`src/wdtg_pkg.sv`:
```
// wdtg_pkg.sv - constants and types shared by the two-stage watchdog
package wdtg_pkg;
  localparam int              CNT_W     = 32;
  localparam int              DIV_W     = 8;
  localparam logic [CNT_W-1:0] LOAD_RST = 32'hFFFFFFFF;
  localparam logic [CNT_W-1:0] CNT_ONE  = 32'h00000001;
  localparam logic [CNT_W-1:0] CNT_ZERO = 32'h00000000;
  localparam logic [DIV_W-1:0] DIV_ONE  = 8'h01;
  localparam logic [DIV_W-1:0] DIV_ZERO = 8'h00;
  localparam logic [DIV_W-1:0] DIV_DFLT = 8'h01;

  typedef enum logic [1:0] {
    ST_RUN   = 2'b00,
    ST_FIRST = 2'b01,
    ST_RESET = 2'b10
  } wdtg_state_t;
endpackage : wdtg_pkg

```
`src/wdtg_cnt_if.sv`:
```
// wdtg_cnt_if.sv - link between watchdog control and its down counter
`timescale 1ns/100ps
interface wdtg_cnt_if;
  logic                      tick;
  logic                      load;
  logic [wdtg_pkg::CNT_W-1:0] load_value;
  logic [wdtg_pkg::CNT_W-1:0] count;
  logic                      timeout;

  modport ctl (output tick, output load, output load_value, input count, input timeout);
  modport cnt (input tick, input load, input load_value, output count, output timeout);
endinterface : wdtg_cnt_if

```
`src/wdtg_top.sv`:
```
// wdtg_top.sv - two-stage watchdog: interrupt on first time-out, reset on second
`timescale 1ns/100ps
module wdtg_top #(
  parameter logic [wdtg_pkg::DIV_W-1:0] CLK_DIV = wdtg_pkg::DIV_DFLT
) (
  input  wire logic                      i_sys_clk,
  input  wire logic                      i_rst,
  input  wire logic                      i_cfg_wr,
  input  wire logic [wdtg_pkg::CNT_W-1:0] i_cfg_load,
  input  wire logic                      i_cfg_int_en,
  input  wire logic                      i_cfg_rst_en,
  input  wire logic                      i_cfg_int_mask,
  input  wire logic                      i_cfg_stall_en,
  input  wire logic                      i_cfg_clk_en,
  input  wire logic                      i_lock_wr,
  input  wire logic                      i_unlock_wr,
  input  wire logic                      i_int_clear,
  input  wire logic                      i_cpu_halt,
  output logic [wdtg_pkg::CNT_W-1:0]     o_count,
  output logic                           o_int_status,
  output logic                           o_int,
  output logic                           o_sys_rst,
  output logic                           o_locked
);
  // ==========================================================================
  // configuration registers
  logic [wdtg_pkg::CNT_W-1:0] load_value;
  logic                       int_en;
  logic                       rst_en;
  logic                       int_mask;
  logic                       stall_en;
  logic                       clk_en;
  logic                       locked;
  wire                        cfg_take = i_cfg_wr & ~locked;

  always_ff @(posedge i_sys_clk or posedge i_rst) begin
    if (i_rst) begin
      load_value <= wdtg_pkg::LOAD_RST;
      int_en     <= 1'b0;
      rst_en     <= 1'b0;
      int_mask   <= 1'b0;
      stall_en   <= 1'b0;
      clk_en     <= 1'b0;
    end else if (cfg_take) begin
      load_value <= i_cfg_load;
      int_en     <= i_cfg_int_en;
      rst_en     <= i_cfg_rst_en;
      int_mask   <= i_cfg_int_mask;
      stall_en   <= i_cfg_stall_en;
      clk_en     <= i_cfg_clk_en;
    end
  end

  always_ff @(posedge i_sys_clk or posedge i_rst) begin
    if (i_rst) begin
      locked <= 1'b0;
    end else if (i_unlock_wr) begin
      locked <= 1'b0;
    end else if (i_lock_wr) begin
      locked <= 1'b1;
    end
  end

  // ==========================================================================
  // watchdog clock: divider enable, gated by software enable and debug stall
  logic [wdtg_pkg::DIV_W-1:0] div_cnt;
  wire                        stalled  = stall_en & i_cpu_halt;
  wire                        run      = clk_en & ~stalled;
  wire                        div_last = (div_cnt == CLK_DIV - wdtg_pkg::DIV_ONE);
  wire                        tick     = run & div_last;

  always_ff @(posedge i_sys_clk or posedge i_rst) begin
    if (i_rst) begin
      div_cnt <= wdtg_pkg::DIV_ZERO;
    end else if (run) begin
      div_cnt <= div_last ? wdtg_pkg::DIV_ZERO : div_cnt + wdtg_pkg::DIV_ONE;
    end
  end

  // ==========================================================================
  // counter
  wdtg_pkg::wdtg_state_t state;
  wdtg_pkg::wdtg_state_t next_state;
  wdtg_cnt_if cnt_bus ();
  wire        clear_take = i_int_clear & (state != wdtg_pkg::ST_RESET);

  assign cnt_bus.tick       = tick;
  assign cnt_bus.load       = cfg_take | clear_take;
  assign cnt_bus.load_value = cfg_take ? i_cfg_load : load_value;

  wdtg_counter u_counter (
    .i_sys_clk (i_sys_clk),
    .i_rst     (i_rst),
    .bus       (cnt_bus.cnt)
  );

  // ==========================================================================
  // time-out stages
  wire                   timeout = cnt_bus.timeout;

  always_comb begin
    next_state = state;
    unique case (state)
      wdtg_pkg::ST_RUN: begin
        if (timeout) begin
          next_state = wdtg_pkg::ST_FIRST;
        end
      end
      wdtg_pkg::ST_FIRST: begin
        if (timeout & rst_en) begin
          next_state = wdtg_pkg::ST_RESET;
        end else if (i_int_clear & ~timeout) begin
          next_state = wdtg_pkg::ST_RUN;
        end
      end
      wdtg_pkg::ST_RESET: begin
        next_state = wdtg_pkg::ST_RESET;
      end
      default: begin
        next_state = wdtg_pkg::ST_RUN;
      end
    endcase
  end

  always_ff @(posedge i_sys_clk or posedge i_rst) begin
    if (i_rst) begin
      state <= wdtg_pkg::ST_RUN;
    end else begin
      state <= next_state;
    end
  end

  // ==========================================================================
  // registered outputs
  wire next_first = (next_state == wdtg_pkg::ST_FIRST);
  wire next_reset = (next_state == wdtg_pkg::ST_RESET);

  always_ff @(posedge i_sys_clk or posedge i_rst) begin
    if (i_rst) begin
      o_int_status <= 1'b0;
      o_int        <= 1'b0;
      o_sys_rst    <= 1'b0;
      o_locked     <= 1'b0;
      o_count      <= wdtg_pkg::LOAD_RST;
    end else begin
      o_int_status <= next_first & int_en;
      o_int        <= next_first & int_en & ~int_mask;
      o_sys_rst    <= next_reset;
      o_locked     <= i_unlock_wr ? 1'b0 : (i_lock_wr | locked);
      o_count      <= cnt_bus.count;
    end
  end

  // ==========================================================================
  // assertions
  property p_first_int;
    @(posedge i_sys_clk) disable iff (i_rst)
    timeout && state == wdtg_pkg::ST_RUN && int_en && !int_mask |=> o_int;
  endproperty
  a_first_int: assert property (p_first_int) else $error("no interrupt on first time-out");

  property p_second_rst;
    @(posedge i_sys_clk) disable iff (i_rst)
    timeout && state == wdtg_pkg::ST_FIRST && rst_en |=> o_sys_rst ##1 o_sys_rst;
  endproperty
  a_second_rst: assert property (p_second_rst) else $error("second time-out gave no reset");

  property p_lock;
    @(posedge i_sys_clk) disable iff (i_rst)
    locked && i_cfg_wr |=> $stable(load_value) && $stable(rst_en) && $stable(clk_en)
      && $stable(int_en) && $stable(int_mask) && $stable(stall_en);
  endproperty
  a_lock: assert property (p_lock) else $error("locked configuration changed");

  property p_rst_en;
    @(posedge i_sys_clk) disable iff (i_rst)
    $rose(o_sys_rst) |-> $past(rst_en) && $past(state) == wdtg_pkg::ST_FIRST;
  endproperty
  a_rst_en: assert property (p_rst_en) else $error("reset raised while disabled");

  property p_mask;
    @(posedge i_sys_clk) disable iff (i_rst)
    int_mask && !cfg_take |=> !o_int;
  endproperty
  a_mask: assert property (p_mask) else $error("masked interrupt reached output");

  property p_clk_en;
    @(posedge i_sys_clk) disable iff (i_rst)
    !clk_en |-> !tick ##1 (clk_en || $stable(div_cnt));
  endproperty
  a_clk_en: assert property (p_clk_en) else $error("counting while clock disabled");

  property p_stall;
    @(posedge i_sys_clk) disable iff (i_rst)
    stall_en && i_cpu_halt && !cnt_bus.load |=> $stable(cnt_bus.count);
  endproperty
  a_stall: assert property (p_stall) else $error("counter moved during debug halt");

  property p_period;
    @(posedge i_sys_clk) disable iff (i_rst)
    timeout && !cnt_bus.load |=> cnt_bus.count == $past(load_value);
  endproperty
  a_period: assert property (p_period) else $error("no full reload after time-out");
endmodule : wdtg_top

```
`src/wdtg_counter.sv`:
```
// wdtg_counter.sv - 32-bit watchdog down counter with reload on zero
`timescale 1ns/100ps
module wdtg_counter (
  input  wire logic i_sys_clk,
  input  wire logic i_rst,
  wdtg_cnt_if.cnt   bus
);
  logic [wdtg_pkg::CNT_W-1:0] count;
  wire                        at_zero = (count == wdtg_pkg::CNT_ZERO);

  // timeout is not masked by a same-cycle load so the event is never lost
  assign bus.timeout = bus.tick & at_zero;
  assign bus.count   = count;

  always_ff @(posedge i_sys_clk or posedge i_rst) begin
    if (i_rst) begin
      count <= wdtg_pkg::LOAD_RST;
    end else if (bus.load | (bus.tick & at_zero)) begin
      count <= bus.load_value;
    end else if (bus.tick) begin
      count <= count - wdtg_pkg::CNT_ONE;
    end
  end

  property p_cnt_dec;
    @(posedge i_sys_clk) disable iff (i_rst)
    bus.tick && !bus.load && !at_zero |=> count == $past(count) - wdtg_pkg::CNT_ONE;
  endproperty
  a_cnt_dec: assert property (p_cnt_dec) else $error("counter did not decrement");

  property p_reload;
    @(posedge i_sys_clk) disable iff (i_rst)
    bus.tick && at_zero |=> count == $past(bus.load_value);
  endproperty
  a_reload: assert property (p_reload) else $error("counter did not reload at zero");
endmodule : wdtg_counter

```
`config.mk`:
```
export PLATFORM = sky130hd
export DESIGN_NAME = wdtg_top
export DESIGN_NICKNAME = d
export VERILOG_FILES = /design/src/wdtg_pkg.sv /design/src/wdtg_cnt_if.sv /design/src/wdtg_top.sv /design/src/wdtg_counter.sv
export SDC_FILE = /design/constraint.sdc
export NUM_CORES = 1
export LEC_CHECK = 0
export ABC_AREA = 1
export BUFFER_PORTS_ARGS = -buffer_cell sky130_fd_sc_hd__buf_4
export CORE_AREA = 2 2 130 132
export DETAILED_ROUTE_END_ITERATION = 10
export DIE_AREA = 0 0 132 134
export SLEW_MARGIN = 0
export SYNTH_ARGS = -nofsm -noshare
export SYNTH_HDL_FRONTEND = slang
export SYNTH_HIERARCHICAL = 1
export SYNTH_SLANG_ARGS = --single-unit
```
`constraint.sdc`:
```
create_clock -name i_sys_clk -period 6.52 [get_ports i_sys_clk]
set_input_delay 0.652 -clock i_sys_clk [delete_from_list [all_inputs] [get_ports i_sys_clk]]
set_output_delay 0.652 -clock i_sys_clk [all_outputs]
set_load 0.02 [all_outputs]
```
# Yosys cells after proc, flatten, opt, wreduce, memory -nomap -nowiden
# Index checks and enable logic that the tools add are counted.
totals:
  register_bits: 116
  latch_bits: 0
  ram_bits: 0
  rom_bits: 0
  input_bits: 44
  out_inout_bits: 36
  word_cells: 55
  n_memories: 0
classes:
  addsub: 2
  multipliers: 0
  div: 0
  magnitude_cmp: 0
  n_eq_ne: 5
  shifts: 0
  muxes: 11
  bitwise: 17
  n_reduce_logical: 5
op_table:
  columns: ["cell", "n"]
  rows:
  - ["$mux W32", 3]
  - ["$logic_not A32 Y1", 1]
  - ["$sub A32 B1 Y32 const B", 1]
  - ["$and A1 B1 Y1", 10]
  - ["$add A8 B1 Y8 const B", 1]
  - ["$logic_not A8 Y1", 1]
  - ["$mux W8", 1]
  - ["$mux W2", 3]
  - ["$pmux W2 S3", 1]
  - ["$eq A2 B1 Y1 const B", 2]
  - ["$eq A2 B2 Y1 const B", 2]
  - ["$not A1 Y1", 4]
  - ["$reduce_bool A2 Y1", 2]
  - ["$mux W1", 3]
  - ["$or A1 B1 Y1", 3]
  - ["$logic_not A2 Y1", 1]
  - ["$ne A2 B2 Y1 const B", 1]

# Longest topological paths before layout
# Gate-level depths: netlist of run 1.
logic_depth:
  depth_word: 13
  ltp_mapped: 14
  ltp_nobuf: 12

# Hierarchy
# Netlist of run 1, hierarchy kept.
modules_own_cells:
  columns: ["mod", "n_inst", "cells_each", "area_per_inst_um2", "seq_area_each_um2"]
  rows:
  - ["wdtg_top", 1, 200, 3055.4, 2182.1]
  - ["wdtg_counter", 1, 396, 2563.7, 840.8]

# Worst setup path before layout of run 1
# OpenSTA, ideal clock, no wires.
synth_timing:
  path_kind: "input-to-reg"
  start: "input i_cpu_halt"
  end: "register o_int"
  setup_time_ns: 0.118
  t_arrival_ns: 2.080
  required_ns: 6.402
  slack_ns: 4.322
  cell_stages: 10
  n_path_buf: 1
  cell_sequence: "nand2_1 -> nand2_1 -> nor2_1 -> buf_2 -> nand3_1 -> nor3_2 -> nor4b_1 -> nand3_1 -> nand4_1 -> nor2_1"
synth_via:
  elab_chain_len: 13
  elab_cells_between_ends: 15
  classes_between: "1 x eq/ne; 4 x mux; 10 x bitwise"
synth_rtl:
  columns: ["element", "line_no", "rtl"]
  rows:
  - ["start, declared", "wdtg_top.sv:18", "input wire logic i_cpu_halt,"]
  - ["$and A1 B1 Y1 (*)", "wdtg_top.sv:67", "wire stalled = stall_en & i_cpu_halt;"]
  - ["$not A1 Y1 (*)", "wdtg_top.sv:68", "wire run = clk_en & ~stalled;"]
  - ["$and A1 B1 Y1 (*)", "wdtg_top.sv:68", null]
  - ["$and A1 B1 Y1 (*)", "wdtg_top.sv:70", "wire tick = run & div_last;"]
  - ["via cnt_bus.tick", "wdtg_cnt_if.sv:4", "logic tick;"]
  - ["$and A1 B1 Y1 (*)", "wdtg_counter.sv:12", "assign bus.timeout = bus.tick & at_zero;"]
  - ["via cnt_bus.timeout", "wdtg_cnt_if.sv:8", "logic timeout;"]
  - ["$not A1 Y1", "wdtg_top.sv:112", "end else if (i_int_clear & ~timeout) begin"]
  - ["$and A1 B1 Y1", "wdtg_top.sv:112", null]
  - ["$mux W2", "wdtg_top.sv:112", null]
  - ["$mux W2", "wdtg_top.sv:110", "if (timeout & rst_en) begin"]
  - ["$pmux W2 S3 (*)", "wdtg_top.sv:103", "unique case (state)"]
  - ["$eq A2 B1 Y1 (*)", "wdtg_top.sv:135", "wire next_first = (next_state == wdtg_pkg::ST_FIRST);"]
  - ["$and A1 B1 Y1 (*) (2 in series)", "wdtg_top.sv:147", "o_int <= next_first & int_en & ~int_mask;"]
  - ["end signal, assigned", "wdtg_top.sv:147", null]
  - ["end, declared", "wdtg_top.sv:21", "output logic o_int,"]
# Mark *: on every way through the listed nets, which the timed path passes. The rest lies on a longest branch.
# A chain may end at the register's enable or synchronous reset.

# Worst setup path after layout of run 1
layout_timing:
  start: "register div_cnt[0] (netlist bit)"
  end: "register u_counter.count, in the netlist u_counter/bus.count[28]"
layout_via:
  elab_chain_len: 5
  elab_cells_between_ends: 6
  classes_between: "1 x mux; 3 x bitwise; 2 x reduce/logical"
layout_rtl:
  columns: ["element", "line_no", "rtl"]
  rows:
  - ["start, declared", "wdtg_top.sv:66", "logic [wdtg_pkg::DIV_W-1:0] div_cnt;"]
  - ["start signal, assigned", "wdtg_top.sv:74", "div_cnt <= wdtg_pkg::DIV_ZERO;"]
  - ["start signal, assigned", "wdtg_top.sv:76", "div_cnt <= div_last ? wdtg_pkg::DIV_ZERO : div_cnt + wdtg_pkg::DIV_ONE;"]
  - ["$logic_not A8 Y1 (*)", "wdtg_top.sv:69", "wire div_last = (div_cnt == CLK_DIV - wdtg_pkg::DIV_ONE);"]
  - ["$and A1 B1 Y1 (*)", "wdtg_top.sv:70", null]
  - ["via cnt_bus.tick", "wdtg_cnt_if.sv:4", null]
  - ["$and A1 B1 Y1", "wdtg_counter.sv:18", "end else if (bus.load | (bus.tick & at_zero)) begin"]
  - ["$or A1 B1 Y1", "wdtg_counter.sv:18", null]
  - ["$mux W32 or $reduce_bool A2 Y1 (tied branches)", null, null]
  - ["end signal, assigned", "wdtg_counter.sv:17", "count <= wdtg_pkg::LOAD_RST;"]
  - ["end signal, assigned", "wdtg_counter.sv:19", "count <= bus.load_value;"]
  - ["end signal, assigned", "wdtg_counter.sv:21", "count <= count - wdtg_pkg::CNT_ONE;"]
  - ["end, declared", "wdtg_counter.sv:8", "logic [wdtg_pkg::CNT_W-1:0] count;"]
# Marked as above.

==> results.json, run 1 <==
{
  "run_status": "completed",
  "layout.nets": 730,
  "totalWireLength_um": 13300,
  "hold_path.startpoint": "u_counter/bus.count[1]",
  "final-hold-violation-count": 0,
  "synth_flop_cell": "dfstp_2",
  "wire_per_inst_um": 14.6,
  "setup_viol": 0,
  "rsz0062_at_grt": "no",
  "internal-power_mw": 1.78,
  "grt_pass1_vias": 4408,
  "hp-class": "register to register",
  "swShare": 0.271,
  "cts_tree": "yes",
  "avgSynthCellArea_sq_um": 9.43,
  "pwr-share-clk": 0.408,
  "synth_area_leaders": "dfstp_2 45%, nand2_1 11%, dfrtp_1 8.9%",
  "port_buffers": 79,
  "path_max_fanout": 34,
  "fin_setup_tns_ns": 0,
  "fp.dieH_um": 134,
  "antenna_found_initial": 0,
  "crit_type": "register to register",
  "core_area_sq_mm": 0.0163,
  "clk_path_buf_depth": 2,
  "r2r_slack_ns": 3.64,
  "cp_data_arrival_time_ns": 3.24,
  "grt_max_degree": 85,
  "vias_per_cell": 4.59,
  "h-tree-depth": 4,
  "synth_top_area_frac": 0.449,
  "clk_pin_slew_ns": 0.05,
  "routed-via-count": 4205,
  "n_fill_cell": 1592,
  "cts_setup_buffers": 0,
  "synth.most_common_cell": "nand2_1",
  "power_density_mw_per_mm2": 346,
  "ys_ff_latch": 116,
  "fin_crit_ns": 2.88,
  "power.switching_uw": 663,
  "synth_edf_count": 0,
  "synth_fp_nets": 643,
  "hpwlAfterDp_um": 9300,
  "p_comb_frac": 0.174,
  "fmax_mhz": 347,
  "synthTopCellsByCount": "163 x nand2_1, 96 x dfstp_2, 66 x nor2_1, 56 x inv_1, 51 x nand3_1",
  "fp-row-count": 47,
  "die_w_um": 132,
  "ys_seq_area_frac": 0.538,
  "diodes": 0,
  "drtIter0Drc": 283,
  "cts_resized": 0,
  "final_core_util": 0.434,
  "drtAntennaViolNets": 0,
  "cts_sinks": 116,
  "vdd_ir_drop_max_mv": 0.148,
  "worst_pin_slew_ns": 1.03,
  "syn_area_sq_mm": 0.00562,
  "drc": 0,
  "drv_cap": 0,
  "cts_root_buffer": "clkbuf_16",
  "initial_core_util": 0.345,
  "worst_skew_pair.late_latency_ns": 0.42,
  "cts_buffers": 17,
  "netlist_instances": 596,
  "fin_crit_sh": 0.442,
  "design.die.area_sq_mm": 0.0177,
  "ys_types": 33,
  "grt_pass1_wl_um": 22400,
  "async_reset_ff_frac": 1.00,
  "post_route_cells_drive_above_1_share": 0.404,
  "first_pass_iters": 4,
  "leakage_nw": 3.24,
  "worstHoldPathCells": 0,
  "r2r-end": "u_counter/bus.count[28]",
  "slew_viol_final": 0,
  "hold_end": "o_count[1]",
  "overflow": 0,
  "finClkSkew_ns": 0.0131,
  "area_growth_pct": 25.7,
  "seq_power_share": 0.417,
  "required_ns": 6.87,
  "yosys_warnings": 6,
  "rr_startpoint": "div_cnt[0]",
  "track_usage": 0.162,
  "synth_top_area_cell": "dfstp_2",
  "crit_path_end_kind": "register",
  "reg2reg_depth": 13,
  "crit_path_start_kind": "register",
  "cts_hold_buf": 0,
  "gp_congestion": 0.898,
  "maxSlewHeadroom": 0.310,
  "ios": 80,
  "hold_ws_ns": 0.383
}
critical path, cell delays in order, from the launching register on:
cell	delay [ns]
dfrtp_1	0.44
inv_1	0.11
ha_1	0.15
nand4_1	0.17
nor2_1	0.13
buf_4	0.30
nand3_1	0.13
nor3_2	0.19
nand2_2	0.12
nand2_4	0.32
inv_2	0.37
nand2_1	0.18
nand3_1	0.09
nand2_1	0.09
placed cells by master (no fill, tap or decap), drive strengths merged, types with 3 or more instances in the layout:
master	count
nand3	61
nor2	76
o21ai	10
bufinv	3
nand4	10
inv	57
buf	84
nand2	170
o211ai	4
clkbuf	25
a21oi	6
dfstp	96
xor2	12
dfrtp	20
xnor2	3
o21bai	7
clkinv	5
ha	3
mux2	37
cell type report:
cell class              count  area, sq um  share of cell area
clock buffers              25          537              0.0760
clock inverters             7          114              0.0161
inverters                  58          219              0.0310
multi-input cells         406         2270               0.321
flip-flops and latches    116         3020               0.428
well taps                 220          275              0.0390
repair buffers             84          631              0.0893
how the worst max path moves through the flow:
stage | cells past startpoint | end | startpoint
floorplan | 1 | clk_en | i_rst
global placement | 10 | u_counter/bus.count[30] | i_cfg_wr
detailed placement | 10 | u_counter/bus.count[28] | i_cfg_wr
CTS | 13 | u_counter/bus.count[26] | div_cnt[0]
global route | 13 | u_counter/bus.count[26] | div_cnt[0]
finish | 13 | u_counter/bus.count[28] | div_cnt[0]
power by group through the flow:
| stage | Sequential [mW] | Combinational (mW) | Clock (mW) |
|---|---|---|---|
| finish | 1.02 | 0.426 | 0.998 |
| global route | 1.04 | 0.475 | 1.05 |
| CTS | 1.02 | 0.431 | 1.02 |
| detailed placement | 1.03 | 0.428 | 0 |
| global placement | 1.03 | 0.417 | 0 |
| floorplan | 1.04 | 0.251 | 0 |
stage by stage:
step / total power, mW / instance area, sq um / instances / setup slack, ns
CTS: 2.48 / 7070 / 916 / 3.68
global placement: 1.44 / 6410 / 884 / 3.61
detailed placement: 1.46 / 6410 / 884 / 3.50
finish: 2.44 / 7070 / 916 / 3.64
floorplan: 1.29 / 5620 / 596 / 3.81
global route: 2.57 / 7070 / 916 / 3.35
kinds of logic (layout without fill, tap and decap cells):
logic type | Yosys count | after routing | share of synthesized area
and+or+nand+nor | 323 | 323 | 0.257
DFF | 116 | 116 | 0.538
adders and majority gates | 3 | 3 | 0.00668
muxes | 37 | 37 | 0.0868
xor gates and xnor gates | 15 | 15 | 0.0234
AOI/OAI and AO/OA | 28 | 28 | 0.0301
buffers and inverters | 74 | 174 | 0.0586
state kept, by name, summed over array words and instances (netlist names):
register,count
load_value,32
o_count,32
u_counter/bus.count,32
div_cnt,8
state,2
clk_en,1
int_en,1
int_mask,1
locked,1
o_int,1
o_int_status,1
o_locked,1
o_sys_rst,1
rst_en,1
stall_en,1
routing by layer:
layer  GRT usage  routed length (um)  up-vias  part of all wire
li1            -                   -     2077                 -
met1       0.215                6360     2021              0.48
met2       0.257                6180       89              0.46
met3      0.0397                 579       18             0.043
met4      0.0634                 218        0             0.016
met5           0                   0        -                 0
No activity file was read; power rests on OpenSTA's default activity.
==> run 2, diff against run 1 <==
==> constraint.sdc (replaced) <==
create_clock -name i_sys_clk -period 2.61 [get_ports i_sys_clk]
set_input_delay 0.261 -clock i_sys_clk [delete_from_list [all_inputs] [get_ports i_sys_clk]]
set_output_delay 0.261 -clock i_sys_clk [all_outputs]
set_load 0.02 [all_outputs]
==> results.json, run 2 (synthesis results as in run 1) <==
{
  "reg2reg_depth": 9,
  "post_route_cells_drive_above_1_share": 0.403,
  "hold_ws_ns": 0.0804,
  "initial_core_util": 0.345,
  "setup_viol": 0,
  "placed_area_sq_mm": 0.00645,
  "path_max_fanout": 18,
  "critPathMaxStageDelay_ns": 0.43,
  "final-hold-violation-count": 0,
  "crit_path_start_kind": "register",
  "vias_per_cell": 4.63,
  "drc": 0,
  "crit_chain": "inv_1 -> ha_1 -> nand4_1 -> nor2_1 -> buf_4 -> nor2_1 -> inv_1 -> nand2_1 -> o21ai_0",
  "crit_path_start": "div_cnt[0]",
  "drtAntennaViolNets": 0,
  "finalInstanceArea_sq_mm": 0.00704,
  "vdd_ir_drop_max_mv": 0.379,
  "cpMaxStageDelayCell": "dfrtp_1",
  "wire_per_inst_um": 14.7,
  "crit_end": "u_counter/bus.count[16]",
  "diodes": 0,
  "cts_buffers": 17,
  "drtIter0Drc": 204,
  "finClkSkew_ns": 0.00952,
  "routed-via-count": 4247,
  "final_core_util": 0.432,
  "drv_cap": 0,
  "power_density_mw_per_mm2": 825,
  "finalPower_mw": 5.81,
  "fmax_mhz": 436,
  "run_status": "completed",
  "gp_congestion": 0.944,
  "leakage_nw": 3.24,
  "grt_pass1_wl_um": 22500,
  "seq_area_sq_mm": 0.00302,
  "r2r-end": "u_counter/bus.count[16]",
  "cts_tree": "yes",
  "fp-row-count": 47,
  "layout.nets": 734,
  "cts_setup_buffers": 0,
  "multi_input_area_sq_mm": 0.00228,
  "final_cell_mix": "163 x nand2_1, 96 x dfstp_2, 86 x buf_4",
  "die_w_um": 132,
  "fp.dieH_um": 134,
  "design.die.area_sq_mm": 0.0177,
  "antenna_found_initial": 0,
  "clk_pin_slew_ns": 0.05,
  "cts_root_buffer": "clkbuf_16",
  "crit_type": "register to register",
  "fin_setup_tns_ns": 0,
  "hpwlAfterDp_um": 9950,
  "worst_skew_pair.late_latency_ns": 0.41,
  "first_pass_iters": 4,
  "required_ns": 2.93,
  "area_growth_pct": 25.3,
  "crit_path_end_kind": "register",
  "rsz0062_at_grt": "no",
  "cp_data_arrival_time_ns": 2.61,
  "fin_crit_sh": 0.878,
  "n_fill_cell": 1590,
  "hp-class": "input port to register",
  "h-tree-depth": 4,
  "ios": 80,
  "worst_pin_slew_ns": 0.617,
  "largest_registers": "load_value: 32 flops, o_count: 32 flops, u_counter/bus.count: 32 flops",
  "totalWireLength_um": 13500,
  "maxSlewHeadroom": 0.589,
  "cts_sinks": 116,
  "overflow": 0,
  "layout_commonest_cell": "nand2_1",
  "rr_startpoint": "div_cnt[0]",
  "clk_path_buf_depth": 2,
  "grt_pass1_vias": 4421,
  "fin_crit_ns": 2.29,
  "slew_viol_final": 0,
  "core_area_sq_mm": 0.0163,
  "port_buffers": 79,
  "grt_max_degree": 50,
  "track_usage": 0.163,
  "r2r_slack_ns": 0.32
}
[run 2: cell count changes in the layout (fill, tap and decap cells not counted)]
cell and change:
clkinv_4 -1, nor4b_4 +1, buf_4 +2, bufinv_16 -2, clkbuf_16 -1, inv_4 +1, clkbuf_1 +2, nor4b_1 -1
buf_12 +1, dlygate4sd3_1 +1, inv_2 -1
[run 2: report_power, final]
part,internal (mW),switching [mW]
clock,1.44,0.739
combinational,0.465,0.614
sequential,2.28,0.266
[run 2: final cells by class]
type,count,area share
well taps,220,0.0391
clock buffers,26,0.0737
multi-input cells,406,0.324
clock inverters,4,0.00640
flip-flops and latches,116,0.429
repair buffers,88,0.0959
inverters,58,0.0314
[run 2: metal layers]
layer | wire length [um] | part of all wire | global-route usage | vias up
li1 | - | - | - | 2080
met1 | 6290 | 0.46 | 0.208 | 2075
met2 | 6580 | 0.49 | 0.266 | 84
met3 | 527 | 0.039 | 0.0442 | 8
met4 | 133 | 0.0098 | 0.0622 | 0
met5 | 0 | 0 | 0 | -
[run 2: worst min-delay path by stage]
stage / from / endpoint / slack (ns) / depth (start not counted)
CTS: i_lock_wr / locked / 0.05 / 3
floorplan: i_unlock_wr / locked / 0.33 / 1
detailed placement: u_counter/bus.count[1] / o_count[1] / 0.37 / 0
global placement: u_counter/bus.count[1] / o_count[1] / 0.36 / 0
global route: i_cfg_int_mask / int_mask / 0.06 / 2
finish: i_lock_wr / locked / 0.08 / 3
[run 2: worst max-delay path: cells and delay by family, from the launching register on]
family          cells  cell delay, ns
buf+inv             3            0.85
fa+ha+maj           1            0.15
flops               1            0.43
simple gates        4            0.59
compound gates      1            0.18
[run 2: per-stage QoR]
step                      setup WS [ns]  cells
after global routing             0.0227    918
after CTS                        0.0150    918
after floorplan                   0.290    596
final                             0.318    918
after global placement            0.278    887
after detailed placement         0.0230    887
[run 2: what timing repair did]
action                                 4_1_cts  5_1_grt
setup endpoints to repair                    0        8
hold buffers                                 1        0
endpoints found under the hold margin        2        0
resized for setup                            0        4
